===== config.mk =====
export PLATFORM = sky130hd
export DESIGN_NAME = emu_bank_arbiter
export DESIGN_NICKNAME = d
export VERILOG_FILES = /design/src/common/em_arb_pkg.sv /design/src/logic/emu_bank_arbiter.sv /design/src/logic/emu_access_timer.sv
export SDC_FILE = /design/constraint.sdc
export NUM_CORES = 1
export LEC_CHECK = 0
export BUFFER_PORTS_ARGS = -buffer_cell sky130_fd_sc_hd__buf_2
export CORE_MARGIN = 10
export CORE_UTILIZATION = 62
export CTS_BUF_LIST = sky130_fd_sc_hd__clkbuf_8
export CTS_CLUSTER_SIZE = 10
export DETAILED_ROUTE_END_ITERATION = 16
export PLACE_DENSITY = 0.94
export RECOVER_POWER = 25
export SLEW_MARGIN = 0
export SYNTH_ARGS = -nofsm -noshare
export SYNTH_HDL_FRONTEND = slang
export SYNTH_SLANG_ARGS = --single-unit

===== constraint.sdc =====
create_clock -name core_clk -period 8.4 [get_ports core_clk]
set_input_delay 1.26 -clock core_clk [delete_from_list [all_inputs] [get_ports core_clk]]
set_output_delay 1.26 -clock core_clk [all_outputs]
set_load 0.05 [all_outputs]

===== src/common/em_arb_pkg.sv =====
package em_arb_pkg;

    // ----------------------------------------------------------------
    // Register map (byte addresses)
    // ----------------------------------------------------------------
    localparam logic [11:0] ADDR_CTRL   = 12'h000;
    localparam logic [11:0] ADDR_STATUS = 12'h004;

    // Control register fields
    localparam int CTRL_PRIO_A   = 0;  // 0: instruction bus wins bank A, 1: data bus
    localparam int CTRL_PRIO_B   = 1;  // Same for bank B
    localparam int CTRL_LOCK_D   = 2;  // Lock data bus ready to target ready
    localparam int CTRL_LOCK_I   = 3;  // Lock instruction bus ready to target ready
    localparam int CTRL_RT_ON    = 4;  // Real-time restriction
    localparam int CTRL_CLKS_LSB = 8;  // Clocks per emulation memory access
    localparam int CTRL_WAIT_LSB = 12; // Minimum access cycles
    localparam int FIELD_W       = 4;
    localparam logic [31:0] CTRL_RST = 32'h0000_0100;

    // Status register fields
    localparam int STAT_BUSY_LSB = 0;
    localparam int STAT_LOST_LSB = 4;
    localparam int STAT_REJ_LSB  = 8;

    // AXI responses
    localparam logic [1:0] RESP_OKAY   = 2'h0;
    localparam logic [1:0] RESP_SLVERR = 2'h2;

    // Requester indices
    localparam int REQ_I  = 0;
    localparam int REQ_D  = 1;
    localparam int REQ_H  = 2;
    localparam int NUM_REQ = 3;
    localparam int NUM_BANK = 2;

    // ----------------------------------------------------------------
    // Types
    // ----------------------------------------------------------------
    typedef enum logic [1:0] {
        T_IDLE,
        T_ACCESS,
        T_LOCKWAIT
    } timer_state_t;

    typedef struct packed {
        timer_state_t st;
        logic [4:0]   cnt;
        logic         lock;
        logic         done;
    } timer_t;

    // Processor bus request: held until the matching ready pulse
    typedef struct packed {
        logic valid;
        logic bank;
    } bus_req_t;

    typedef struct packed {
        logic [31:0] ctrl;
        logic        awready;
        logic        wready;
        logic        bvalid;
        logic [1:0]  bresp;
        logic        arready;
        logic        rvalid;
        logic [1:0]  rresp;
        logic [31:0] rdata;
        logic [2:0]  lost;
        logic [2:0]  act_bank;
        logic        host_reject;
        logic        host_accept;
        logic [7:0]  reject_cnt;
    } arb_state_t;

endpackage : em_arb_pkg


===== src/logic/emu_bank_arbiter.sv =====
// Decided for this implementation: the placing of the registers and the AXI4-Lite interface to the registers.
`timescale 1ns/100ps

// What this block does
// - Bus losing a same-bank collision gets emulation memory clocks added to its wait.
// - Bank with instruction priority grants the instruction bus first on collision.
// - Bank with data priority grants the data bus first on collision.
// - Data lock on: data bus ready waits for target ready.
// - Data lock off: data bus ready follows memory timing only.
// - Instruction lock on: instruction bus ready waits for target ready.
// - Real-time on with user code running: reject host register or target requests.
// - Host emulation memory requests are still served under real-time restriction.
// - Locked access finishes memory first, ignores earlier target ready, then waits.
// - Instruction lock off: instruction ready ignores target ready.
module emu_bank_arbiter #(
    parameter int ADDR_W = 12
) (
    input  wire logic                 core_clk,
    input  wire logic                 rst,
    input  wire logic [ADDR_W-1:0]    s_axi_awaddr,
    input  wire logic                 s_axi_awvalid,
    output logic                      s_axi_awready,
    input  wire logic [31:0]          s_axi_wdata,
    input  wire logic [3:0]           s_axi_wstrb,
    input  wire logic                 s_axi_wvalid,
    output logic                      s_axi_wready,
    output logic [1:0]                s_axi_bresp,
    output logic                      s_axi_bvalid,
    input  wire logic                 s_axi_bready,
    input  wire logic [ADDR_W-1:0]    s_axi_araddr,
    input  wire logic                 s_axi_arvalid,
    output logic                      s_axi_arready,
    output logic [31:0]               s_axi_rdata,
    output logic [1:0]                s_axi_rresp,
    output logic                      s_axi_rvalid,
    input  wire logic                 s_axi_rready,
    input  wire em_arb_pkg::bus_req_t ibus_req,
    output logic                      ibus_ready,
    input  wire em_arb_pkg::bus_req_t dbus_req,
    output logic                      dbus_ready,
    input  wire em_arb_pkg::bus_req_t host_req,
    input  wire logic                 host_needs_target,
    output logic                      host_done,
    output logic                      host_accept,
    output logic                      host_reject,
    input  wire logic                 user_running,
    input  wire logic                 target_ready
);

    em_arb_pkg::arb_state_t s_q;
    em_arb_pkg::arb_state_t s_d;

    logic [2:0]      req;
    logic [2:0]      req_bank;
    logic [2:0]      busy;
    logic [2:0]      done;
    logic [2:0]      elig;
    logic [2:0]      start;
    logic [2:0]      lose;
    logic [2:0]      lock;
    logic [1:0][2:0] gnt_bank;
    logic [1:0][2:0] lose_bank;
    logic [1:0]      bank_busy;
    logic [1:0]      prio;
    logic [3:0]      emu_clks;
    logic [3:0]      min_wait;
    logic            rt_on;

    // ----------------------------------------------------------------
    // Configuration fields
    // ----------------------------------------------------------------
    assign prio     = {s_q.ctrl[em_arb_pkg::CTRL_PRIO_B], s_q.ctrl[em_arb_pkg::CTRL_PRIO_A]};
    assign emu_clks = s_q.ctrl[em_arb_pkg::CTRL_CLKS_LSB +: em_arb_pkg::FIELD_W];
    assign min_wait = s_q.ctrl[em_arb_pkg::CTRL_WAIT_LSB +: em_arb_pkg::FIELD_W];
    assign rt_on    = s_q.ctrl[em_arb_pkg::CTRL_RT_ON];
    // Indexed by requester: bit0 instruction bus, bit1 data bus, host never locks
    assign lock     = {1'b0, s_q.ctrl[em_arb_pkg::CTRL_LOCK_D],
                       s_q.ctrl[em_arb_pkg::CTRL_LOCK_I]};

    // Host memory path arbitrates even under real-time restriction
    assign req      = {host_req.valid & ~host_needs_target, dbus_req.valid, ibus_req.valid};
    assign req_bank = {host_req.bank, dbus_req.bank, ibus_req.bank};
    // A done requester is still holding its request this cycle; skip it
    assign elig     = req & ~busy & ~done
                      & ~{bank_busy[req_bank[2]], bank_busy[req_bank[1]], bank_busy[req_bank[0]]};

    // ----------------------------------------------------------------
    // Per-bank arbitration
    // ----------------------------------------------------------------
    for (genvar b = 0; b < em_arb_pkg::NUM_BANK; b++)
    begin : g_bank
        logic hit_i;
        logic hit_d;
        logic hit_h;
        logic i_win;
        logic d_win;
        assign hit_i = elig[0] & (req_bank[0] == 1'(b));
        assign hit_d = elig[1] & (req_bank[1] == 1'(b));
        assign hit_h = elig[2] & (req_bank[2] == 1'(b));
        assign i_win = hit_i & (~hit_d | ~prio[b]);
        assign d_win = hit_d & (~hit_i | prio[b]);
        // Only one winner per bank; the other stays pending
        assign gnt_bank[b]  = {hit_h & ~hit_i & ~hit_d, d_win, i_win};
        assign lose_bank[b] = {1'b0, hit_d & ~d_win, hit_i & ~i_win};
        // Bank stays taken until its running access ends
        assign bank_busy[b] = |(busy & ~{s_q.act_bank[2] ^ 1'(b), s_q.act_bank[1] ^ 1'(b),
                                         s_q.act_bank[0] ^ 1'(b)});
    end

    assign start = gnt_bank[0] | gnt_bank[1];
    assign lose  = lose_bank[0] | lose_bank[1];

    // ----------------------------------------------------------------
    // Access timers, one per requester
    // ----------------------------------------------------------------
    for (genvar r = 0; r < em_arb_pkg::NUM_REQ; r++)
    begin : g_timer
        emu_access_timer u_timer (
            .core_clk     (core_clk),
            .rst          (rst),
            .start        (start[r]),
            .extra        (s_q.lost[r]),
            .lock         (lock[r]),
            .target_ready (target_ready),
            .emu_clks     (emu_clks),
            .min_wait     (min_wait),
            .busy         (busy[r]),
            .done         (done[r])
        );
    end

    // ----------------------------------------------------------------
    // Next state: bus slave, collision flags, host command filter
    // ----------------------------------------------------------------
    always_comb
    begin
        s_d             = s_q;
        s_d.awready     = 1'b0;
        s_d.wready      = 1'b0;
        s_d.arready     = 1'b0;
        s_d.host_reject = 1'b0;
        s_d.host_accept = 1'b0;

        // Write: take address and data together, answer the cycle after
        if (s_axi_awvalid && s_axi_wvalid && !s_q.awready && !s_q.bvalid)
        begin
            s_d.awready = 1'b1;
            s_d.wready  = 1'b1;
        end
        if (s_q.awready)
        begin
            s_d.bvalid = 1'b1;
            s_d.bresp  = em_arb_pkg::RESP_OKAY;
            if (s_axi_awaddr == em_arb_pkg::ADDR_CTRL)
            begin
                for (int i = 0; i < 4; i++)
                begin
                    if (s_axi_wstrb[i])
                    begin
                        s_d.ctrl[8*i +: 8] = s_axi_wdata[8*i +: 8];
                    end
                end
            end
            else if (s_axi_awaddr != em_arb_pkg::ADDR_STATUS)
            begin
                s_d.bresp = em_arb_pkg::RESP_SLVERR;
            end
        end
        else if (s_q.bvalid && s_axi_bready)
        begin
            s_d.bvalid = 1'b0;
        end

        // Read: address taken, data the cycle after
        if (s_axi_arvalid && !s_q.arready && !s_q.rvalid)
        begin
            s_d.arready = 1'b1;
        end
        if (s_q.arready)
        begin
            s_d.rvalid = 1'b1;
            s_d.rresp  = em_arb_pkg::RESP_OKAY;
            s_d.rdata  = 32'h0000_0000;
            if (s_axi_araddr == em_arb_pkg::ADDR_CTRL)
            begin
                s_d.rdata = s_q.ctrl;
            end
            else if (s_axi_araddr == em_arb_pkg::ADDR_STATUS)
            begin
                s_d.rdata[em_arb_pkg::STAT_BUSY_LSB +: 3] = busy;
                s_d.rdata[em_arb_pkg::STAT_LOST_LSB +: 3] = s_q.lost;
                s_d.rdata[em_arb_pkg::STAT_REJ_LSB +: 8]  = s_q.reject_cnt;
            end
            else
            begin
                s_d.rresp = em_arb_pkg::RESP_SLVERR;
            end
        end
        else if (s_q.rvalid && s_axi_rready)
        begin
            s_d.rvalid = 1'b0;
        end

        // Collision penalty is remembered until the loser starts
        s_d.lost = (s_q.lost & ~start) | lose;
        for (int r = 0; r < 3; r++)
        begin
            if (start[r])
            begin
                s_d.act_bank[r] = req_bank[r];
            end
        end

        // Register and target commands; a request still held is answered again every second cycle
        if (host_req.valid && host_needs_target && !s_q.host_reject && !s_q.host_accept)
        begin
            if (rt_on && user_running)
            begin
                s_d.host_reject = 1'b1;
                if (s_q.reject_cnt != 8'hff)
                begin
                    s_d.reject_cnt = s_q.reject_cnt + 8'h01;
                end
            end
            else
            begin
                s_d.host_accept = 1'b1;
            end
        end
    end

    always_ff @(posedge core_clk or posedge rst)
    begin
        if (rst)
        begin
            s_q      <= '0;
            s_q.ctrl <= em_arb_pkg::CTRL_RST;
        end
        else
        begin
            s_q <= s_d;
        end
    end

    // ----------------------------------------------------------------
    // Outputs
    // ----------------------------------------------------------------
    assign s_axi_awready = s_q.awready;
    assign s_axi_wready  = s_q.wready;
    assign s_axi_bvalid  = s_q.bvalid;
    assign s_axi_bresp   = s_q.bresp;
    assign s_axi_arready = s_q.arready;
    assign s_axi_rvalid  = s_q.rvalid;
    assign s_axi_rresp   = s_q.rresp;
    assign s_axi_rdata   = s_q.rdata;
    assign ibus_ready    = done[0];
    assign dbus_ready    = done[1];
    assign host_done     = done[2];
    assign host_reject   = s_q.host_reject;
    assign host_accept   = s_q.host_accept;

    // ----------------------------------------------------------------
    // Checks
    // ----------------------------------------------------------------
    chk_instr_first: assert property (@(posedge core_clk) disable iff (rst)
        (elig[0] && elig[1] && req_bank[0] == req_bank[1] && !prio[req_bank[0]])
        |-> start[0] && !start[1] ##1 s_q.lost[1])
        else $error("instruction bus lost a bank it had priority on");
    chk_data_first: assert property (@(posedge core_clk) disable iff (rst)
        (elig[0] && elig[1] && req_bank[0] == req_bank[1] && prio[req_bank[0]])
        |-> start[1] && !start[0] ##1 s_q.lost[0])
        else $error("data bus lost a bank it had priority on");
    chk_one_grant: assert property (@(posedge core_clk) disable iff (rst)
        !(start[0] && start[1] && req_bank[0] == req_bank[1]))
        else $error("two grants to one bank");
    chk_host_last: assert property (@(posedge core_clk) disable iff (rst)
        start[2] |-> !(elig[0] && req_bank[0] == req_bank[2])
                     && !(elig[1] && req_bank[1] == req_bank[2]))
        else $error("host granted over a processor bus");
    chk_penalty_kept: assert property (@(posedge core_clk) disable iff (rst)
        (s_q.lost[0] && !start[0]) |=> s_q.lost[0])
        else $error("collision penalty dropped before grant");
    chk_rt_reject: assert property (@(posedge core_clk) disable iff (rst)
        (host_req.valid && host_needs_target && rt_on && user_running
         && !s_q.host_reject && !s_q.host_accept) |=> host_reject && !host_accept)
        else $error("restricted host command not rejected");
    chk_rt_off_accept: assert property (@(posedge core_clk) disable iff (rst)
        (host_req.valid && host_needs_target && !rt_on
         && !s_q.host_reject && !s_q.host_accept) |=> host_accept && !host_reject)
        else $error("host command refused with restriction off");
    chk_mem_allowed: assert property (@(posedge core_clk) disable iff (rst)
        (host_req.valid && !host_needs_target && !busy[2] && !done[2]
         && !bank_busy[host_req.bank] && !elig[0] && !elig[1]) |-> start[2])
        else $error("host memory access blocked");

endmodule : emu_bank_arbiter


===== src/logic/emu_access_timer.sv =====
`timescale 1ns/100ps

module emu_access_timer (
    input  wire logic       core_clk,
    input  wire logic       rst,
    input  wire logic       start,
    input  wire logic       extra,
    input  wire logic       lock,
    input  wire logic       target_ready,
    input  wire logic [3:0] emu_clks,
    input  wire logic [3:0] min_wait,
    output logic            busy,
    output logic            done
);

    em_arb_pkg::timer_t s_q;
    em_arb_pkg::timer_t s_d;
    logic [4:0]         base;

    // ----------------------------------------------------------------
    // Access length and lock sequence
    // ----------------------------------------------------------------
    always_comb
    begin
        s_d      = s_q;
        s_d.done = 1'b0;
        // Never shorter than one cycle, even with both fields at zero
        base = (emu_clks > min_wait) ? {1'b0, emu_clks} : {1'b0, min_wait};
        if (base == 5'h0)
        begin
            base = 5'h1;
        end
        unique case (s_q.st)
            em_arb_pkg::T_IDLE:
            begin
                if (start)
                begin
                    s_d.st   = em_arb_pkg::T_ACCESS;
                    s_d.cnt  = base + (extra ? {1'b0, emu_clks} : 5'h0);
                    s_d.lock = lock;
                end
            end
            em_arb_pkg::T_ACCESS:
            begin
                if (s_q.cnt <= 5'h1)
                begin
                    // Memory side done; a locked access now waits for target
                    if (s_q.lock)
                    begin
                        s_d.st = em_arb_pkg::T_LOCKWAIT;
                    end
                    else
                    begin
                        s_d.st   = em_arb_pkg::T_IDLE;
                        s_d.done = 1'b1;
                    end
                end
                else
                begin
                    s_d.cnt = s_q.cnt - 5'h1;
                end
            end
            em_arb_pkg::T_LOCKWAIT:
            begin
                // Only target ready seen after the memory access counts
                if (target_ready)
                begin
                    s_d.st   = em_arb_pkg::T_IDLE;
                    s_d.done = 1'b1;
                end
            end
            default:
            begin
                s_d.st = em_arb_pkg::T_IDLE;
            end
        endcase
    end

    always_ff @(posedge core_clk or posedge rst)
    begin
        if (rst)
            s_q <= '0;
        else
            s_q <= s_d;
    end

    assign busy = (s_q.st != em_arb_pkg::T_IDLE);
    assign done = s_q.done;

    // ----------------------------------------------------------------
    // Checks
    // ----------------------------------------------------------------
    chk_unlocked_end: assert property (@(posedge core_clk) disable iff (rst)
        (s_q.st == em_arb_pkg::T_ACCESS && s_q.cnt <= 5'h1 && !s_q.lock) |=> done)
        else $error("unlocked access did not end on count");
    chk_locked_hold: assert property (@(posedge core_clk) disable iff (rst)
        (s_q.st == em_arb_pkg::T_ACCESS && s_q.cnt <= 5'h1 && s_q.lock)
        |=> !done && s_q.st == em_arb_pkg::T_LOCKWAIT)
        else $error("locked access ended before target ready");
    chk_locked_release: assert property (@(posedge core_clk) disable iff (rst)
        (s_q.st == em_arb_pkg::T_LOCKWAIT && target_ready) |=> done ##1 !done)
        else $error("locked access missed target ready");

endmodule : emu_access_timer


==> metrics.md, run 1 <==
| Metric | Value |
|---|---|
| FFs w/ async S/R, synth | 100% |
| Router iterations before antenna repair | 7 |
| Core area | 9730 sq um |
| Yosys warnings | 0 |
| Top cell type's share of synthesized area | 44.5% |
| Cells along the critical path | inv_1 -> ha_1 -> nor2b_1 -> o211ai_1 -> a21oi_1 -> mux2_2 -> o31ai_1 -> ha_1 -> inv_1 -> fa_1 -> nor2b_1 -> a31oi_1 -> o22a_1 -> o21a_1 |
| Finished layout cell area | 6840 sq um |
| H-tree levels | 3 |
| Hold path cells | 1 |
| FMAX | 264 MHz |
| Peak VDD IR | 0.000162 V |
| Final period util | 45.0% |
| Dpl hpwl | 11,900 microns |
| Leak pwr | 3.44 nW |
| Layout cell share with drive strength beyond 1 | 26.4% |
| TNS Setup | 0 ns |
| Critical path's slowest cell | dfrtp_1 |
| Worst r2r path cells | 14 |
| Final min period | 3.78 ns |
| Final setup violating endpoints | 0 |
| Cts hold-fix bufs | 0 |
| Clk_skew | 0.0162 ns |
| Avg Cell Area, Syn | 10.1 sq um |
| # DRC | 0 |
| Reg-to-reg slack, setup | 4.62 ns |
| Gr usage total | 21.6% |
| CTS sink count | 111 |
| Status | finished, violations left |
| Die Wd | 120 microns |
| Final Core Density | 70.3% |
| Worst slack, placed | 4.71 ns |
| Row count | 36 |
| Via density | 5.93 |
| # fillers | 711 |
| Root Buffer | clkbuf_8 |
| CTS tree | yes |
| Max FO, Critical Path | 5 |
| Via count | 4,924 |
| CP endpoint kind | flip-flop |
| Sw Pwr | 0.586 mW |
| I/O pin total | 122 |
| Synth Register Bits | 111 |
| Int Pwr | 0.938 mW |
| Final Max Slew Viols | 68 |
| Post-CTS sizing | 0 |
| Slew Limit Headroom | -95.4% |
| Clk slew on worst S/H paths | 0.13 ns |
| Switching part of the total | 38.4% |
| Buffers on Ports | 119 |
| Die footprint | 14,400 sq um |
| Post-synthesis sequential area ratio | 45.0% |
| Largest net degree at the start of global routing | 68 |
| Total power | 1.52 mW |
| Reg power frac | 43.5% |
| Vias in the first global route | 5,149 |
| CP Depth | 14 |
| Fin. Hold Viols | 0 |
| Drt wl/cell | 18.9 microns |
| Synth area leaders | dfrtp_1 45%, mux2_2 6.4%, ha_1 5.9%, buf_4 4.6%, inv_1 4.3% |
| Worst-margin pin slew | 2.91 ns |
| CTS buffer count | 9 |
| Setup repair bufs after CTS | 0 |
| Buffers plus inverters on the worst setup path | 2 |
| Worst Hold Class | reg2reg |
| Cells after DPL | 814 |
| First-pass GRT wire length | 25,700 microns |
| Non-Filler Instances | 830 |
| Final WS setup | 4.62 ns |
| Power share of the clock group | 23.5% |
| Post-synth EDFFs | 0 |
| Yosys top cell by area | dfrtp_1 |
| Initial Util | 63.5% |
| Primary FF master, synth | dfrtp_1 |
| RD Place Congestion | 0.939 |
| Worst-skew pair later-pin latency | 0.39 ns |
| Routed WL | 15,700 microns |
| Pwr dens | 223 nW/um^2 |
| Remaining Overflow, GRT | 0 |
| Critical path class | reg2reg |
| Critical path's largest stage delay | 0.47 ns |
| Startpoint class of the critical path | flip-flop |
| Initial DRC count | 556 |
| RSZ-0062 raised after global routing | no |
| Area Overhead vs Synth | 10.6% |
| Max Cap Viol | 1 |
| Req. time, crit path | 8.67 ns |
| Post-route ant nets | 0 |
| Failing checks | capacitance limit, slew limit |
| Netlist cell types | 68 |
| Placed Area | 6620 sq um |
| CTS max path bufs | 2 |
| Arr. time, crit path | 4.06 ns |
| Cells after Synth | 611 |
| Family with the most delay on the worst path | compound AO/OA/AOI/OAI gates |
| Comb pwr share | 33.0% |
| # nets final | 800 |
| Hold_ws | 0.473 ns |
| Initial antenna violation count | 0 |
| Die Y-Extent | 120 microns |
| Diode count | 0 |
| Synthesized cell area | 6180 sq um |
-- worst reg2reg max path, cell delays in order (launching register included) --
cell and delay [ns]:
dfrtp_1 0.47, inv_1 0.07, ha_1 0.30, nor2b_1 0.17, o211ai_1 0.11, a21oi_1 0.37, mux2_2 0.44, o31ai_1 0.43
ha_1 0.24, inv_1 0.06, fa_1 0.47, nor2b_1 0.15, a31oi_1 0.07, o22a_1 0.23, o21a_1 0.10
-- power by group through the flow --
stage          logic (mW)  registers, mW  clock network [mW]
6_report            0.503          0.663               0.358
5_1_grt             0.557          0.673               0.381
4_1_cts             0.498          0.660               0.360
3_5_place_dp        0.493          0.670                   0
3_3_place_gp        0.464          0.666                   0
2_1_floorplan       0.377          0.662                   0
-- flip-flops by register name, indices dropped and copies added (netlist names) --
register and count:
rt_on 1, s_q 33, g_timer.u_timer.done 3, s_axi_arready 1
lock 2, s_axi_rdata 32, s_axi_bvalid 1, host_accept 1
s_axi_bresp 1, g_timer.u_timer.s_q 22, emu_clks 4, min_wait 4
s_axi_rvalid 1, host_reject 1, prio 2, s_axi_rresp 1
s_axi_awready 1
-- metal layers --
layer / track usage (%) / vias up / routed length (microns)
met5: 0 / - / 0
met2: 38.0 / 221 / 7920
met3: 4.22 / 35 / 1110
met4: 6.56 / 0 / 305
met1: 26.2 / 2422 / 6330
li1: - / 2246 / -
-- synthesized netlist by cell type, types with 5 or more instances --
master,instances
mux2_2,35
and2_1,10
ha_1,29
nor2_1,25
mux2i_1,15
buf_4,38
nor4_1,6
clkbuf_1,8
nand2b_1,5
inv_1,70
o22ai_1,14
a21o_1,7
dfrtp_1,110
o21ai_0,26
nor2b_1,6
o21a_1,7
a21oi_1,13
a22o_1,5
a31oi_1,5
o21ai_1,17
xor2_1,5
and3_1,5
xnor2_1,9
nand2_1,51
nor3_1,6
nand3_1,15
-- cell families (layout without fill, tap and decap cells) --
group | count (synthesis) | after routing | share of synthesized area, %
other cells | 1 | 2 | 0.0607
buf+inv | 123 | 208 | 9.98
mux | 53 | 53 | 9.35
flops | 111 | 111 | 45.0
xor+xnor | 14 | 14 | 1.98
compound gates | 122 | 122 | 13.5
simple gates | 155 | 155 | 13.3
fa+ha+maj | 32 | 32 | 6.84
-- final cells by class --
type | count | area (sq um) | share of cell area (%)
sequential | 111 | 2780 | 40.6
multi-input combinational | 378 | 2790 | 40.7
clock buffer | 9 | 124 | 1.81
inverter | 71 | 268 | 3.92
timing repair buffer | 121 | 609 | 8.91
clock inverter | 7 | 108 | 1.57
tap | 133 | 166 | 2.43
-- final timing paths --
kind	startpoint	to
max	min_wait[1]	g_timer[0].u_timer.s_q[3]
min	s_axi_rvalid	s_axi_arready
max reg2reg	min_wait[1]	g_timer[0].u_timer.s_q[3]
min reg2reg	s_axi_rvalid	s_axi_arready
max in group asynchronous	rst	s_axi_rdata[5]
min in group asynchronous	rst	s_q[64]
-- cells in the final DEF, fill, tap and decap left out, types with 4 or more instances in the layout --
cell,count
o211ai_1,4
nor3_1,6
dfrtp_1,110
nand2b_1,5
nand3_1,15
a21o_1,7
xor2_1,5
o21ai_1,17
o21a_1,7
ha_1,29
a31oi_1,5
inv_1,69
xnor2_1,9
buf_2,118
mux2_2,35
nor2_1,25
a22o_1,5
and3_1,5
o21ai_0,26
o22ai_1,14
clkbuf_8,9
and2_1,9
nand2_1,51
nor4_1,6
o31ai_1,4
mux2i_1,15
nor2b_1,6
a21oi_1,13
Power figures use the tool's default switching activity.
==> run 2, diff against run 1 <==
CORE_UTILIZATION = 57   (was 62)
PLACE_DENSITY = 0.88   (was 0.94)
clock period = 3.89 ns   (was 8.4 ns; I/O delays follow)
==> run 2 against run 1 <==
The run still ends with capacitance limit, slew limit left. Total power is 110% higher. First-iteration DRC count is 37% lower. Via count is 3.9% lower. Wire length is 4.9% lower. Sequential cell count stayed put. Clock skew is 0.0052 ns lower. Combinational power is 110% higher. Non-clock buffer count is 2 higher. Register-to-register slack worse by 4.3 ns. Die area is 7.3% higher. Sequential power is 110% higher. Worst setup slack worse by 4.3 ns. Critical path type unchanged. Critical endpoint is now g_timer[2].u_timer.s_q[6]. Largest cell class unchanged.
==> metrics.md, run 2 (synthesis gave the netlist of run 1 again) <==
| Metric | Value |
|---|---|
| Via count | 4,730 (-3.9%) |
| Worst slack, placed | 0.212 ns (-4.49 ns) |
| Buffers on Ports | 119 (unchanged) |
| Most flops, register | s_q |
| Register area | 2780 sq um (unchanged) |
| Status | finished, violations left |
| Power share of the clock group | 20.8% (-2.7 points) |
| Arr. time, crit path | 3.85 ns (-0.21 ns) |
| Initial antenna violation count | 0 (unchanged) |
| CTS tree | yes |
| Worst-skew pair later-pin latency | 0.37 ns (-0.02 ns) |
| First-pass GRT wire length | 24,000 microns (-6.8%) |
| Int Pwr | 1.95 mW (+110%) |
| CTS max path bufs | 2 (unchanged) |
| Worst-margin pin slew | 2.75 ns (-0.165 ns) |
| Cts hold-fix bufs | 0 (unchanged) |
| CTS sink count | 111 (unchanged) |
| Peak VDD IR | 0.000364 V (+120%) |
| # DRC | 0 (unchanged) |
| Hold_ws | 0.408 ns (-0.0656 ns) |
| Drt wl/cell | 17.9 microns (-5.5%) |
| Final period util | 92.5% (+47 points) |
| Max FFs per register | 33 (unchanged) |
| RSZ-0062 raised after global routing | no |
| Final WS setup | 0.292 ns (-4.33 ns) |
| Commonest cells after routing, fill and taps aside | 119 x buf_2, 110 x dfrtp_1, 70 x inv_1 |
| # fillers | 796 (+12%) |
| Clk_skew | 0.0110 ns (-0.00523 ns) |
| Die footprint | 15,400 sq um (+7.3%) |
| Clk slew on worst S/H paths | 0.11 ns (-0.02 ns) |
| Final Max Slew Viols | 104 (+53%) |
| Dpl hpwl | 11,800 microns (-1.2%) |
| Area Overhead vs Synth | 10.4% |
| CP endpoint kind | flip-flop |
| Pwr dens | 463 nW/um^2 (+110%) |
| Diode count | 0 (unchanged) |
| Gr usage total | 19.3% (-2.3 points) |
| Fin. Hold Viols | 0 (unchanged) |
| Leak pwr | 3.43 nW (about the same) |
| # nets final | 802 (+0.25%) |
| Final setup violating endpoints | 0 (unchanged) |
| CTS buffer count | 9 (unchanged) |
| Reg power frac | 45.0% (+1.5 points) |
| Row count | 37 (+2.8%) |
| Failing checks | capacitance limit, slew limit |
| I/O pin total | 122 (unchanged) |
| Post-route ant nets | 0 (unchanged) |
| Die Wd | 124 microns (+3.6%) |
| Router iterations before antenna repair | 5 (-2) |
| H-tree levels | 3 (unchanged) |
| Initial Util | 59.1% (-4.5 points) |
| Core area | 10,500 sq um (+7.5%) |
| Startpoint class of the critical path | flip-flop |
| Area of the multi-input gates | 2800 sq um (+0.36%) |
| FMAX | 278 MHz (+5.1%) |
| Max Cap Viol | 2 (+1) |
| Switching part of the total | 38.4% (-0.050 points) |
| Layout cell share with drive strength beyond 1 | 26.8% (+0.35 points) |
| Root Buffer | clkbuf_8 |
| Total power | 3.16 mW (+110%) |
| Die Y-Extent | 124 microns (+3.6%) |
| Most common cell after layout, fill and taps aside | buf_2 |
| Largest net degree at the start of global routing | 66 (-2.9%) |
| Initial DRC count | 348 (-37%) |
| RD Place Congestion | 0.895 (-4.7%) |
| Max FO, Critical Path | 5 (unchanged) |
| Sw Pwr | 1.21 mW (+110%) |
| Slew Limit Headroom | -84.3% (+11 points) |
| Comb pwr share | 34.1% (+1.1 points) |
| Critical path class | reg2reg |
| Remaining Overflow, GRT | 0 (unchanged) |
| TNS Setup | 0 ns (unchanged) |
| Routed WL | 14,900 microns (-4.9%) |
| Req. time, crit path | 4.14 ns (-4.53 ns) |
| Worst Hold Class | in2reg |
| Final min period | 3.60 ns (-0.184 ns) |
| Final Core Density | 65.2% (-5.1 points) |
| Vias in the first global route | 4,897 (-4.9%) |
| Via density | 5.66 (-4.5%) |
[run 2: changes by cell type in the layout (fill, tap and decap cells not counted), sizes merged]
cell	before	now
bufinv	1	0
clkinvlp	1	2
buf	120	122
[run 2: critical path: stages (launching register included)]
cell and delay (ns):
dfstp_2 0.58, inv_1 0.07, ha_1 0.20, nor2b_1 0.13, o211ai_1 0.10, a21oi_1 0.36, mux2_2 0.44, o31ai_2 0.37
ha_1 0.24, inv_1 0.06, fa_1 0.40, inv_1 0.08, a21o_1 0.11, a21oi_1 0.06, a222oi_1 0.31
[run 2: final timing paths]
check / from / endpoint / slack (ns) / cells after the start
setup / recovery: emu_clks[0] / g_timer[2].u_timer.s_q[6] / 0.29 / 14
hold / removal: user_running / host_accept / 0.41 / 2
setup reg to reg: emu_clks[0] / g_timer[2].u_timer.s_q[6] / 0.29 / 14
hold reg to reg: s_axi_bvalid / s_axi_awready / 0.47 / 1
max in group asynchronous: rst / s_q[14] / 1.63 / 3
min in group asynchronous: rst / s_axi_rdata[5] / 0.98 / 2
[run 2: per-stage QoR]
stage / cell area (sq um) / std cells
final: 6830 / 835
after detailed placement: 6630 / 819
after floorplan: 6190 / 612
after global routing: 6830 / 835
after CTS: 6830 / 835
after global placement: 6630 / 819
[run 2: power groups by stage]
stage          Clock, mW  Combinational (mW)  Sequential, mW
3_3_place_gp           0                1.03            1.43
3_5_place_dp           0                1.07            1.44
6_report           0.659                1.08            1.42
4_1_cts            0.683                1.08            1.42
2_1_floorplan          0               0.815            1.43
5_1_grt            0.720                1.21            1.44
[run 2: routing by layer]
layer / vias up / GRT usage [%] / share of wire (%)
met4: 0 / 4.24 / 1.3
li1: 2245 / - / -
met3: 22 / 4.12 / 9.4
met2: 192 / 33.4 / 49
met1: 2271 / 24.3 / 41
met5: - / 0 / 0
[run 2: cell type report]
| class | count | share of cell area [%] |
|---|---|---|
| Timing Repair Buffer | 123 | 9.11 |
| Sequential cell | 111 | 40.7 |
| Clock inverter | 7 | 0.990 |
| Multi-Input combinational cell | 378 | 41.0 |
| Clock buffer | 9 | 1.81 |
| Inverter | 71 | 3.92 |
| Tap cell | 136 | 2.49 |
[run 2: repair_timing]
action | in CTS | in global routing
setup buffers | 0 | 0
endpoints found under the setup margin | 0 | 5
resized for setup | 0 | 1
